$ cat src/timer_chan_defines.svh
// register indices, field positions, reset values and bus codes for the channel block
`ifndef TIMER_CHAN_DEFINES_SVH
`define TIMER_CHAN_DEFINES_SVH
// register indices; the byte address is four times the index
`define CHAN_CTRL_IDX 6'h05
`define CHAN_VALH_IDX 6'h06
`define CHAN_VALL_IDX 6'h07
`define CHAN_STRIDE 6'h03
`define START_HIGH_IDX 6'h17
`define START_LOW_IDX 6'h18
`define STATUS_IDX 6'h19
// channel control field positions
`define CTRL_FLAG_BIT 7
`define CTRL_IRQ_EN_BIT 6
`define CTRL_MODE_B_BIT 5
`define CTRL_MODE_A_BIT 4
`define CTRL_ELS_B_BIT 3
`define CTRL_ELS_A_BIT 2
// reset values
`define CTRL_RESET 8'h00
`define START_RESET 16'h0000
`define STATUS_RESET 8'h00
`define COUNTER_ZERO 16'h0000
// bus response codes
`define RESP_OKAY 2'h0
`define RESP_SLVERR 2'h2
`endif

$ cat src/timer_chan_pkg.sv
// types shared by the channel value and status block
`default_nettype none
package timer_chan_pkg;
  localparam int NUM_CHAN = 6;

  typedef struct packed {
    logic awready;
    logic wready;
    logic aw_got;
    logic w_got;
    logic [5:0] waddr;
    logic [7:0] wdata;
    logic wstrb;
    logic bvalid;
    logic [1:0] bresp;
    logic arready;
    logic rvalid;
    logic [1:0] rresp;
    logic [7:0] rdata;
    logic [5:0][7:0] ctrl;
    logic [5:0][15:0] value;
    logic [5:0] armed;
    logic [5:0] rd_latched;
    logic [5:0] rd_first_low;
    logic [5:0][15:0] rd_buf;
    logic [5:0][15:0] wr_buf;
    logic [5:0] wr_got_h;
    logic [5:0] wr_got_l;
    logic [15:0] start;
    logic [15:0] st_buf;
    logic st_got_h;
    logic st_got_l;
    logic [1:0] clk_sel_prev;
    logic clock_started;
    logic counter_inited;
    logic counter_zero_start;
  } chan_state_t;
endpackage
`default_nettype wire

$ cat src/timer_channel_value_status.sv
// channel value, counter start value and flag mirror registers behind an AXI4-Lite slave
//
// Contract
// RL1: edge/level select B bit writable only while write protection is off.
// RL2: two lowest channel control bits read zero and ignore writes.
// RL3: input modes: reading one value byte latches both until other byte read.
// RL4: any channel control write releases that channel's read latch.
// RL5: value writes are ignored while the channel is in an input mode.
// RL6: debug halt freezes read latches, even when value bytes are read.
// RL7: value reads during debug halt return live register, not buffer.
// RL8: output modes: value byte writes buffer, moved in by update mechanism.
// RL9: control write with enhanced features off resets value write coherency.
// RL10: debug halt freezes write latches; value writes go straight in.
// RL11: halt writes keep partial sequences; completed buffers load afterwards.
// RL12: channel i value high at 6h+3i, low at 7h+3i, i 0..5.
// RL13: counter start byte writes go to a buffer, then update the register.
// RL14: debug halt: counter start writes load directly, latches untouched.
// RL15: first clock select from zero starts counter at zero unless initialised.
// RL16: software loads start value, writes counter, then selects a clock.
// RL17: each status bit mirrors its channel's event flag.
// RL18: status read then 0x00 write clears every flag read as set.
// RL19: flag clears only by writing 0 after a read showing it set.
// RL20: event between read and clearing write makes that write ineffective.
// RL21: hardware sets each channel flag when its channel event occurs.
// RL22: software uses status only with enhanced on, pairing 1, center 0.
// RL23: write protect off reads 1 when protected bits are writable.
// RL24: each channel keeps its own read latch and write buffer state.
`timescale 1ns/1ps
`default_nettype none
`include "timer_chan_defines.svh"

module timer_channel_value_status
  import timer_chan_pkg::*;
(
  input wire logic CLK,
  input wire logic RESET_N,
  input wire logic [7:0] AWADDR,
  input wire logic [2:0] AWPROT,
  input wire logic AWVALID,
  output logic AWREADY,
  input wire logic [31:0] WDATA,
  input wire logic [3:0] WSTRB,
  input wire logic WVALID,
  output logic WREADY,
  output logic [1:0] BRESP,
  output logic BVALID,
  input wire logic BREADY,
  input wire logic [7:0] ARADDR,
  input wire logic [2:0] ARPROT,
  input wire logic ARVALID,
  output logic ARREADY,
  output logic [31:0] RDATA,
  output logic [1:0] RRESP,
  output logic RVALID,
  input wire logic RREADY,
  input wire logic DEBUG_HALT,
  input wire logic WRITE_PROTECT_OFF,
  input wire logic ENHANCED_FEATURES_ON,
  input wire logic [5:0] CHANNEL_INPUT_MODE,
  input wire logic [5:0] CHANNEL_EVENT,
  input wire logic [15:0] COUNTER_VALUE,
  input wire logic BUFFER_UPDATE,
  input wire logic COUNTER_WRITE,
  input wire logic [1:0] CLOCK_SOURCE_SEL,
  output logic [95:0] CHANNEL_VALUE,
  output logic [47:0] CHANNEL_CONTROL,
  output logic [5:0] CHANNEL_EVENT_FLAG,
  output logic [15:0] COUNTER_START_VALUE,
  output logic COUNTER_ZERO_START
);

  chan_state_t s;
  chan_state_t next_s;
  logic [5:0] ridx;
  logic [5:0] base;

  assign ridx = ARADDR[7:2];

  // next state: buffer update, bus write, bus read, then hardware events last
  always_comb
  begin
    next_s = s;
    base = 6'h00;
    next_s.counter_zero_start = 1'b0;

    // buffered value moves in only when both bytes arrived and no halt
    for (int i = 0; i < NUM_CHAN; i++)
    begin
      if (BUFFER_UPDATE && s.wr_got_h[i] && s.wr_got_l[i] && !DEBUG_HALT)
      begin
        next_s.value[i] = s.wr_buf[i]; // RL8 RL11
        next_s.wr_got_h[i] = 1'b0;
        next_s.wr_got_l[i] = 1'b0;
      end
    end

    // counter start updates from its buffer once both halves are written
    if (s.st_got_h && s.st_got_l && !DEBUG_HALT)
    begin
      next_s.start = s.st_buf; // RL13
      next_s.st_got_h = 1'b0;
      next_s.st_got_l = 1'b0;
    end

    // address and data channels are taken independently, in either order
    if (AWVALID && s.awready)
    begin
      next_s.aw_got = 1'b1;
      next_s.waddr = AWADDR[7:2];
    end
    if (WVALID && s.wready)
    begin
      next_s.w_got = 1'b1;
      next_s.wdata = WDATA[7:0];
      next_s.wstrb = WSTRB[0];
    end
    if (s.bvalid && BREADY)
      next_s.bvalid = 1'b0;

    // register write, once both halves of the request are held
    if (s.aw_got && s.w_got && !s.bvalid)
    begin
      next_s.aw_got = 1'b0;
      next_s.w_got = 1'b0;
      next_s.bvalid = 1'b1;
      next_s.bresp = `RESP_SLVERR;
      for (int i = 0; i < NUM_CHAN; i++)
      begin
        base = 6'(`CHAN_STRIDE * i);
        if (s.waddr == `CHAN_CTRL_IDX + base)
        begin
          next_s.bresp = `RESP_OKAY;
          if (s.wstrb)
          begin
            // a flag only falls if it was seen set and no event came since
            if (!s.wdata[`CTRL_FLAG_BIT] && s.armed[i])
              next_s.ctrl[i][`CTRL_FLAG_BIT] = 1'b0; // RL19
            next_s.armed[i] = 1'b0;
            next_s.ctrl[i][`CTRL_IRQ_EN_BIT] = s.wdata[`CTRL_IRQ_EN_BIT];
            // protected bits follow the module-wide write protection
            if (WRITE_PROTECT_OFF) // RL23
            begin
              next_s.ctrl[i][`CTRL_MODE_B_BIT] = s.wdata[`CTRL_MODE_B_BIT];
              next_s.ctrl[i][`CTRL_MODE_A_BIT] = s.wdata[`CTRL_MODE_A_BIT];
              next_s.ctrl[i][`CTRL_ELS_B_BIT] = s.wdata[`CTRL_ELS_B_BIT];
              next_s.ctrl[i][`CTRL_ELS_A_BIT] = s.wdata[`CTRL_ELS_A_BIT]; // RL1
            end
            next_s.ctrl[i][1:0] = 2'h0; // RL2
            next_s.rd_latched[i] = 1'b0; // RL4
            if (!ENHANCED_FEATURES_ON)
            begin
              next_s.wr_got_h[i] = 1'b0; // RL9
              next_s.wr_got_l[i] = 1'b0;
            end
          end
        end
        if (s.waddr == `CHAN_VALH_IDX + base)
        begin
          next_s.bresp = `RESP_OKAY;
          // input modes drop the write silently
          if (s.wstrb && !CHANNEL_INPUT_MODE[i]) // RL5
          begin
            if (DEBUG_HALT)
              next_s.value[i][15:8] = s.wdata; // RL10
            else
            begin
              next_s.wr_buf[i][15:8] = s.wdata; // RL8 RL24
              next_s.wr_got_h[i] = 1'b1;
            end
          end
        end
        if (s.waddr == `CHAN_VALL_IDX + base) // RL12
        begin
          next_s.bresp = `RESP_OKAY;
          if (s.wstrb && !CHANNEL_INPUT_MODE[i]) // RL5
          begin
            if (DEBUG_HALT)
              next_s.value[i][7:0] = s.wdata; // RL10 RL11
            else
            begin
              next_s.wr_buf[i][7:0] = s.wdata; // RL8 RL24
              next_s.wr_got_l[i] = 1'b1;
            end
          end
        end
      end
      if (s.waddr == `START_HIGH_IDX)
      begin
        next_s.bresp = `RESP_OKAY;
        if (s.wstrb && DEBUG_HALT)
          next_s.start[15:8] = s.wdata; // RL14
        else if (s.wstrb)
        begin
          next_s.st_buf[15:8] = s.wdata; // RL13
          next_s.st_got_h = 1'b1;
        end
      end
      if (s.waddr == `START_LOW_IDX)
      begin
        next_s.bresp = `RESP_OKAY;
        if (s.wstrb && DEBUG_HALT)
          next_s.start[7:0] = s.wdata; // RL14
        else if (s.wstrb)
        begin
          next_s.st_buf[7:0] = s.wdata; // RL13
          next_s.st_got_l = 1'b1;
        end
      end
      if (s.waddr == `STATUS_IDX)
      begin
        next_s.bresp = `RESP_OKAY;
        if (s.wstrb)
        begin
          for (int i = 0; i < NUM_CHAN; i++)
          begin
            if (!s.wdata[i] && s.armed[i])
              next_s.ctrl[i][`CTRL_FLAG_BIT] = 1'b0; // RL18 RL19
            next_s.armed[i] = 1'b0;
          end
        end
      end
    end

    // read: answered with data on the same edge that takes the address
    if (s.rvalid && RREADY)
      next_s.rvalid = 1'b0;
    if (ARVALID && s.arready)
    begin
      next_s.rvalid = 1'b1;
      next_s.rresp = `RESP_SLVERR;
      next_s.rdata = 8'h00;
      for (int i = 0; i < NUM_CHAN; i++)
      begin
        base = 6'(`CHAN_STRIDE * i);
        if (ridx == `CHAN_CTRL_IDX + base)
        begin
          next_s.rresp = `RESP_OKAY;
          next_s.rdata = {s.ctrl[i][7:2], 2'h0}; // RL2
          if (s.ctrl[i][`CTRL_FLAG_BIT])
            next_s.armed[i] = 1'b1;
        end
        if (ridx == `CHAN_VALH_IDX + base)
        begin
          next_s.rresp = `RESP_OKAY;
          // halt bypasses the latch and leaves it as it was
          if (DEBUG_HALT || !CHANNEL_INPUT_MODE[i])
            next_s.rdata = s.value[i][15:8]; // RL6 RL7
          else if (s.rd_latched[i])
          begin
            next_s.rdata = s.rd_buf[i][15:8];
            if (s.rd_first_low[i])
              next_s.rd_latched[i] = 1'b0; // RL3
          end
          else
          begin
            next_s.rdata = s.value[i][15:8];
            next_s.rd_buf[i] = s.value[i]; // RL3 RL24
            next_s.rd_latched[i] = 1'b1;
            next_s.rd_first_low[i] = 1'b0;
          end
        end
        if (ridx == `CHAN_VALL_IDX + base)
        begin
          next_s.rresp = `RESP_OKAY;
          if (DEBUG_HALT || !CHANNEL_INPUT_MODE[i])
            next_s.rdata = s.value[i][7:0]; // RL6 RL7
          else if (s.rd_latched[i])
          begin
            next_s.rdata = s.rd_buf[i][7:0];
            if (!s.rd_first_low[i])
              next_s.rd_latched[i] = 1'b0; // RL3
          end
          else
          begin
            next_s.rdata = s.value[i][7:0];
            next_s.rd_buf[i] = s.value[i]; // RL3 RL24
            next_s.rd_latched[i] = 1'b1;
            next_s.rd_first_low[i] = 1'b1;
          end
        end
      end
      if (ridx == `START_HIGH_IDX)
      begin
        next_s.rresp = `RESP_OKAY;
        next_s.rdata = s.start[15:8];
      end
      if (ridx == `START_LOW_IDX)
      begin
        next_s.rresp = `RESP_OKAY;
        next_s.rdata = s.start[7:0];
      end
      if (ridx == `STATUS_IDX)
      begin
        next_s.rresp = `RESP_OKAY;
        for (int i = 0; i < NUM_CHAN; i++)
        begin
          next_s.rdata[i] = s.ctrl[i][`CTRL_FLAG_BIT]; // RL17
          if (s.ctrl[i][`CTRL_FLAG_BIT])
            next_s.armed[i] = 1'b1; // RL18
        end
      end
    end

    // events come last so a set beats a clear in the same cycle
    for (int i = 0; i < NUM_CHAN; i++)
    begin
      if (CHANNEL_EVENT[i])
      begin
        next_s.ctrl[i][`CTRL_FLAG_BIT] = 1'b1; // RL21
        next_s.armed[i] = 1'b0; // RL20
        if (CHANNEL_INPUT_MODE[i])
          next_s.value[i] = COUNTER_VALUE;
      end
    end

    // first clock selection; the counter itself lives outside
    if (COUNTER_WRITE)
      next_s.counter_inited = 1'b1;
    if (s.clk_sel_prev == 2'h0 && CLOCK_SOURCE_SEL != 2'h0 && !s.clock_started)
    begin
      next_s.clock_started = 1'b1;
      next_s.counter_zero_start = !s.counter_inited && !COUNTER_WRITE; // RL15
    end
    next_s.clk_sel_prev = CLOCK_SOURCE_SEL;

    // readies reopen only when the previous answer is gone
    next_s.awready = !next_s.aw_got && !next_s.bvalid;
    next_s.wready = !next_s.w_got && !next_s.bvalid;
    next_s.arready = !next_s.rvalid;
  end

  // the whole state in one register
  always_ff @(posedge CLK or negedge RESET_N)
  begin
    if (!RESET_N)
      s <= '0;
    else
      s <= next_s;
  end

  // outputs straight from the state register
  assign AWREADY = s.awready;
  assign WREADY = s.wready;
  assign BVALID = s.bvalid;
  assign BRESP = s.bresp;
  assign ARREADY = s.arready;
  assign RVALID = s.rvalid;
  assign RRESP = s.rresp;
  assign RDATA = {24'h000000, s.rdata};
  assign CHANNEL_VALUE = s.value;
  assign CHANNEL_CONTROL = s.ctrl;
  assign COUNTER_START_VALUE = s.start;
  assign COUNTER_ZERO_START = s.counter_zero_start;

  // flag mirror for the surrounding timer
  always_comb
  begin
    for (int i = 0; i < NUM_CHAN; i++)
      CHANNEL_EVENT_FLAG[i] = s.ctrl[i][`CTRL_FLAG_BIT];
  end

endmodule // timer_channel_value_status
`default_nettype wire

$ cat config.mk
export PLATFORM = sky130hd
export DESIGN_NAME = timer_channel_value_status
export DESIGN_NICKNAME = d
export VERILOG_FILES = /design/src/timer_chan_pkg.sv /design/src/timer_channel_value_status.sv
export VERILOG_INCLUDE_DIRS = /design/src
export SDC_FILE = /design/constraint.sdc
export NUM_CORES = 1
export LEC_CHECK = 0
export ABC_CLOCK_PERIOD_IN_PS = 6600
export BUFFER_PORTS_ARGS = -buffer_cell sky130_fd_sc_hd__buf_4
export CAP_MARGIN = 40
export CORE_UTILIZATION = 42
export DETAILED_ROUTE_END_ITERATION = 8
export SKIP_LAST_GASP = 1
export SLEW_MARGIN = 10
export SYNTH_ARGS = -nofsm -noshare
export SYNTH_HDL_FRONTEND = slang
export SYNTH_SLANG_ARGS = --single-unit
$ cat constraint.sdc
create_clock -name CLK -period 6.6 [get_ports CLK]
set_input_delay 1.98 -clock CLK [delete_from_list [all_inputs] [get_ports CLK]]
set_output_delay 1.98 -clock CLK [all_outputs]
set_load 0.02 [all_outputs]
== Word level (Yosys, flattened, before mapping) ==
Index checks and enable logic that the tools add are counted.

* Logic and storage cells: 679
* Output and inout port bits: 208
* Input bits: 100
* Flip-flop bits (word level): 427

* Bitwise operators: 2
* Equal/unequal tests: 42
* Reduce and logical (&&, ||, !) cells: 113
* Muxes and demuxes: 453

{| class="wikitable"
|+ Operators with widths
! cell !! number
|-
| $mux W16 || 55
|-
| $mux W8 || 82
|-
| $mux W1 || 257
|-
| $mux W10 || 20
|-
| $mux W156 || 1
|-
| $eq A6 B5 Y1 const B || 20
|-
| $mux W114 || 1
|-
| $eq A6 B4 Y1 const B || 16
|-
| $reduce_and A4 Y1 || 20
|-
| $logic_and A1 B1 Y1 || 51
|-
| $mux W2 || 24
|-
| $mux W46 || 1
|-
| $eq A6 B3 Y1 const B || 6
|-
| $mux W4 || 6
|-
| $mux W6 || 4
|-
| $logic_not A1 Y1 || 22
|-
| $reduce_and A3 Y1 || 6
|-
| $reduce_bool A2 Y1 || 7
|-
| $mux W11 || 1
|-
| $logic_or A1 B1 Y1 || 6
|-
| $mux W3 || 1
|-
| $logic_not A2 Y1 || 1
|-
| $not A1 Y1 || 2
|}

== Longest topological paths before layout ==
* Word-level depth: 25
* Gate-level depth with buffers: 10
* Mapped depth without buffers: 7

== Worst setup path after synthesis ==
No wires, ideal clock.

* Path type: input to register
* Start point: in ARADDR[3]
* End point: reg with a tool-made name
* Slack: 2.771 ns
* Path buffers: 4
* Data arrival time: 3.705 ns
* Stages on the path: 8
* Cell sequence: buf_2 -> and2_1 -> clkbuf_1 -> nand2_1 -> buf_2 -> a21oi_2 -> buf_2 -> mux2_2

{| class="wikitable"
|+ RTL lines
! item !! line !! RTL
|-
| start: declaration || timer_channel_value_status.sv:48 || <nowiki>input wire logic [7:0] ARADDR,</nowiki>
|}

== Worst setup path in the final report ==
* Start point: in DEBUG_HALT
* End point: reg s (netlist bit RDATA[7])

* Word-level cells in the longest chain between the ends: 21
* Elaborated cells on any way between the ends: 37
* Those cells by class: mux (31); reduce/logical (6)

{| class="wikitable"
|+ RTL lines
! item !! line !! RTL
|-
| start: declaration || timer_channel_value_status.sv:56 || <nowiki>input wire logic DEBUG_HALT,</nowiki>
|-
| $logic_or A1 B1 Y1 || timer_channel_value_status.sv:246, timer_channel_value_status.sv:265 ||
|-
| $mux W8 || timer_channel_value_status.sv:246 || <nowiki>if (DEBUG_HALT || !CHANNEL_INPUT_MODE[i])</nowiki>
|-
| $mux W10 || timer_channel_value_status.sv:242 || <nowiki>if (ridx == `CHAN_VALH_IDX + base)</nowiki>
|-
| $mux W10 || timer_channel_value_status.sv:262 || <nowiki>if (ridx == `CHAN_VALL_IDX + base)</nowiki>
|-
| $mux W10 || timer_channel_value_status.sv:235 || <nowiki>if (ridx == `CHAN_CTRL_IDX + base)</nowiki>
|-
| $mux W10 || timer_channel_value_status.sv:242 ||
|-
| $mux W10 || timer_channel_value_status.sv:262 ||
|-
| $mux W10 || timer_channel_value_status.sv:235 ||
|-
| (+5 left out) || n/a ||
|-
| $mux W10 || timer_channel_value_status.sv:235 ||
|-
| $mux W10 || timer_channel_value_status.sv:242 ||
|-
| $mux W10 || timer_channel_value_status.sv:262 ||
|-
| $mux W10 || timer_channel_value_status.sv:235 ||
|-
| $mux W10 || timer_channel_value_status.sv:242 ||
|-
| $mux W10 (*) || timer_channel_value_status.sv:262 ||
|-
| $mux W10 (*) || timer_channel_value_status.sv:282 || <nowiki>if (ridx == `START_HIGH_IDX)</nowiki>
|-
| $mux W10 (*) || timer_channel_value_status.sv:287 || <nowiki>if (ridx == `START_LOW_IDX)</nowiki>
|-
| end signal: assignment || timer_channel_value_status.sv:338 || <nowiki>s <= next_s;</nowiki>
|-
| end: declaration || timer_channel_value_status.sv:72 || <nowiki>chan_state_t s;</nowiki>
|}

Every way passes the cells marked *; elsewhere a longest branch is shown, timed or not.
A chain may end at the register's enable or synchronous reset.

==> qor.yml <==
worst_setup_path:
  crit_fanout: 17
  critPathArrivalTime_ns: 5.02
  crit_path_end_kind: "flop"
  start_kind: "primary input"
  critPathRequiredTime_ns: 7.05
  crit_type: "primary input to flop"
  r2r_setup_slack_ns: 3.14
finish:
  finalNonFillerCells: 2970
  drive_above_1_share_pct: 28.8
  area.growth.synth_to_final_pct: 11.5
  n_fill_cell: 4961
  layout.nets: 2337
clock_tree:
  root_buffer: "clkbuf_16"
  cts_hold_buffers: 0
  cts.sinks: 425
  tritoncts: "built"
  cts_setup_buffers: 0
  clkTransAtPathRegs_ns: 0.06
  cts.repair.resized: 0
  clockBufferDepth: 3
  cts_made_buffers: 48
  clock_latency_ns: 0.59
  htreeDepth: 2
routing:
  drc: 0
  drtPass1Iterations: 8
  ant_nets: 0
  routed_wl_um: 81300
  vias: 17500
  drt-initial-drc-count: 1869
  wire_per_inst_um: 27.4
  vias_per_cell: 5.91
global_routing:
  grt_pass1_vias: 16700
  grt_start_max_net_pins: 134
  track_usage_pct: 29.0
  grt_pass1_wl_um: 118000
  antenna_found_initial: 8
  grt.overflow.total: 0
power:
  leakage_nw: 13.0
  power.density_mw_per_mm2: 303
  peakVddDrop_uv: 202
synth:
  netlist_top_cells_area: "dfrtp_1, mux2_2, mux2i_1"
  synth_area_per_cell_um2: 10.3
  syn-cell-area_mm2: 0.0229
  post-synth-top-area-cell: "dfrtp_1"
  synth_cell_types: 77
  synth_edf_count: 0
  yosysWarningCount: 0
  netlist_instances: 2224
  synth_most_common_cell: "dfrtp_1"
  async_flop_share_pct: 100
  ys_seq_elements: 425
  seq_area_frac_synth_pct: 46.4
  synth_commonest_cells: "dfrtp_1, nand2_1, mux2_2, o21ai_0, buf_4"
  synth_top_cell_area_share_pct: 46.4
  synthFlopType: "dfrtp_1"
sta:
  max_slew.worst_pin.slew_ns: 0.924
  period_minus_slack_ns: 4.57
  skew_ns: 0.0112
  maxSlewHeadroom_pct: 37.8
  setup_viol: 0
  fmax_mhz: 219
  hold_viol: 0
  holdWs_ns: 0.431
  grt_setup_unrepaired: "false"
  tns_ns: 0
  slew_violations: 0
  fin_crit_sh_pct: 69.2
floorplan:
  initial_core_util_pct: 42.5
  rows: 85
  die_h_um: 236
  num_io_pins: 308
  fp.coreArea_mm2: 0.0539
  die_area_mm2: 0.0555
  fp.dieW_um: 236
place:
  dp.cells: 2883
  dpl.hpwl_um: 56900
  gp_congestion: 0.953
  io_buffers: 232
run_status:
  status: "finished clean"
min_path:
  hold_path_class: "flop to flop"
flow_run:
  cap_viol_max_count: 0
## cell families (layout without fill, tap and decap cells)
logic type,count (synthesis),in the layout,share of synthesized area (%)
xor+xnor,1,1,0.0382
flops,425,425,46.4
mux,452,452,21.6
other cells,1,40,0.0164
buf+inv,361,372,9.74
simple gates,532,532,10.9
compound gates,452,452,11.3
## layout by cell type, fill, tap and decap left out, types with 10 or more instances in the layout
cell type  Yosys  layout
nand2b_1      12      12
nor2_1       113     113
dfrtp_1      425     423
mux2_2       254     254
o22ai_1       32      32
nand3_1       46      46
clkbuf_16      0      49
conb_1         1      38
buf_4        211     263
o211ai_1      10      10
nand2_1      260     260
a21oi_1      110     110
nor2b_1       13      12
o21ai_0      216     216
nor3_1        14      14
clkbuf_8       0      14
mux2i_1      183     183
mux2_4        10      10
## layer usage
layer / track usage [%] / vias to the layer above / wire [µm]
met5: 0 / - / 22
met1: 40.4 / 8902 / 34800
met4: 12.2 / 4 / 3510
li1: - / 7638 / -
met2: 44.6 / 825 / 36800
met3: 5.04 / 171 / 6150
## sequential cells by signal (all words and copies together) (netlist names), 8 cells and up, named ones only
name,count
CHANNEL_CONTROL,36
RDATA,8
s,257
COUNTER_START_VALUE,16
CHANNEL_VALUE,96
## worst paths after layout
check                            from                          to  cells past startpoint
max in group asynchronous     RESET_N                      s[195]                      2
hold / removal                   s[2]          COUNTER_ZERO_START                      1
hold reg to reg                  s[2]          COUNTER_ZERO_START                      1
setup / recovery           DEBUG_HALT                    RDATA[7]                      8
setup reg to reg               s[249]                    RDATA[7]                      7
min in group asynchronous     RESET_N  asynchronous set/reset pin                      1
## layout make-up
type	instances	area, µm²	area share, %
clock inverters	14	109	0.426
multi-input cells	1475	10200	39.9
repair buffers	278	2250	8.80
inverters	9	33.8	0.132
well taps	696	871	3.41
clock buffers	71	1450	5.67
diodes	2	5.00	0.0196
flip-flops and latches	425	10600	41.6
## per-stage QoR
step / area (µm²) / setup WS [ns] / utilization, % / power [mW]
finish: 25600 / 2.03 / 47.4 / 7.75
global route: 25600 / 2.05 / 47.4 / 8.02
CTS: 25600 / 2.26 / 47.4 / 7.77
detailed placement: 24000 / 1.65 / 44.5 / 5.11
global placement: 23700 / 1.69 / 44.0 / 5.02
floorplan: 23100 / 2.77 / - / 4.33
## where the power goes
| part | internal, mW | switching [mW] |
|---|---|---|
| clock | 1.55 | 1.11 |
| sequential | 2.89 | 0.485 |
| combinational | 0.625 | 1.09 |
## critical path: stages
cell	delay [ns]
buf_4	0.21
nand3b_1	0.66
mux2i_1	0.46
o22ai_1	0.17
a2111oi_0	0.65
o211ai_1	0.25
a211oi_1	0.51
nor3_1	0.12
Power figures use the tool's default switching activity.
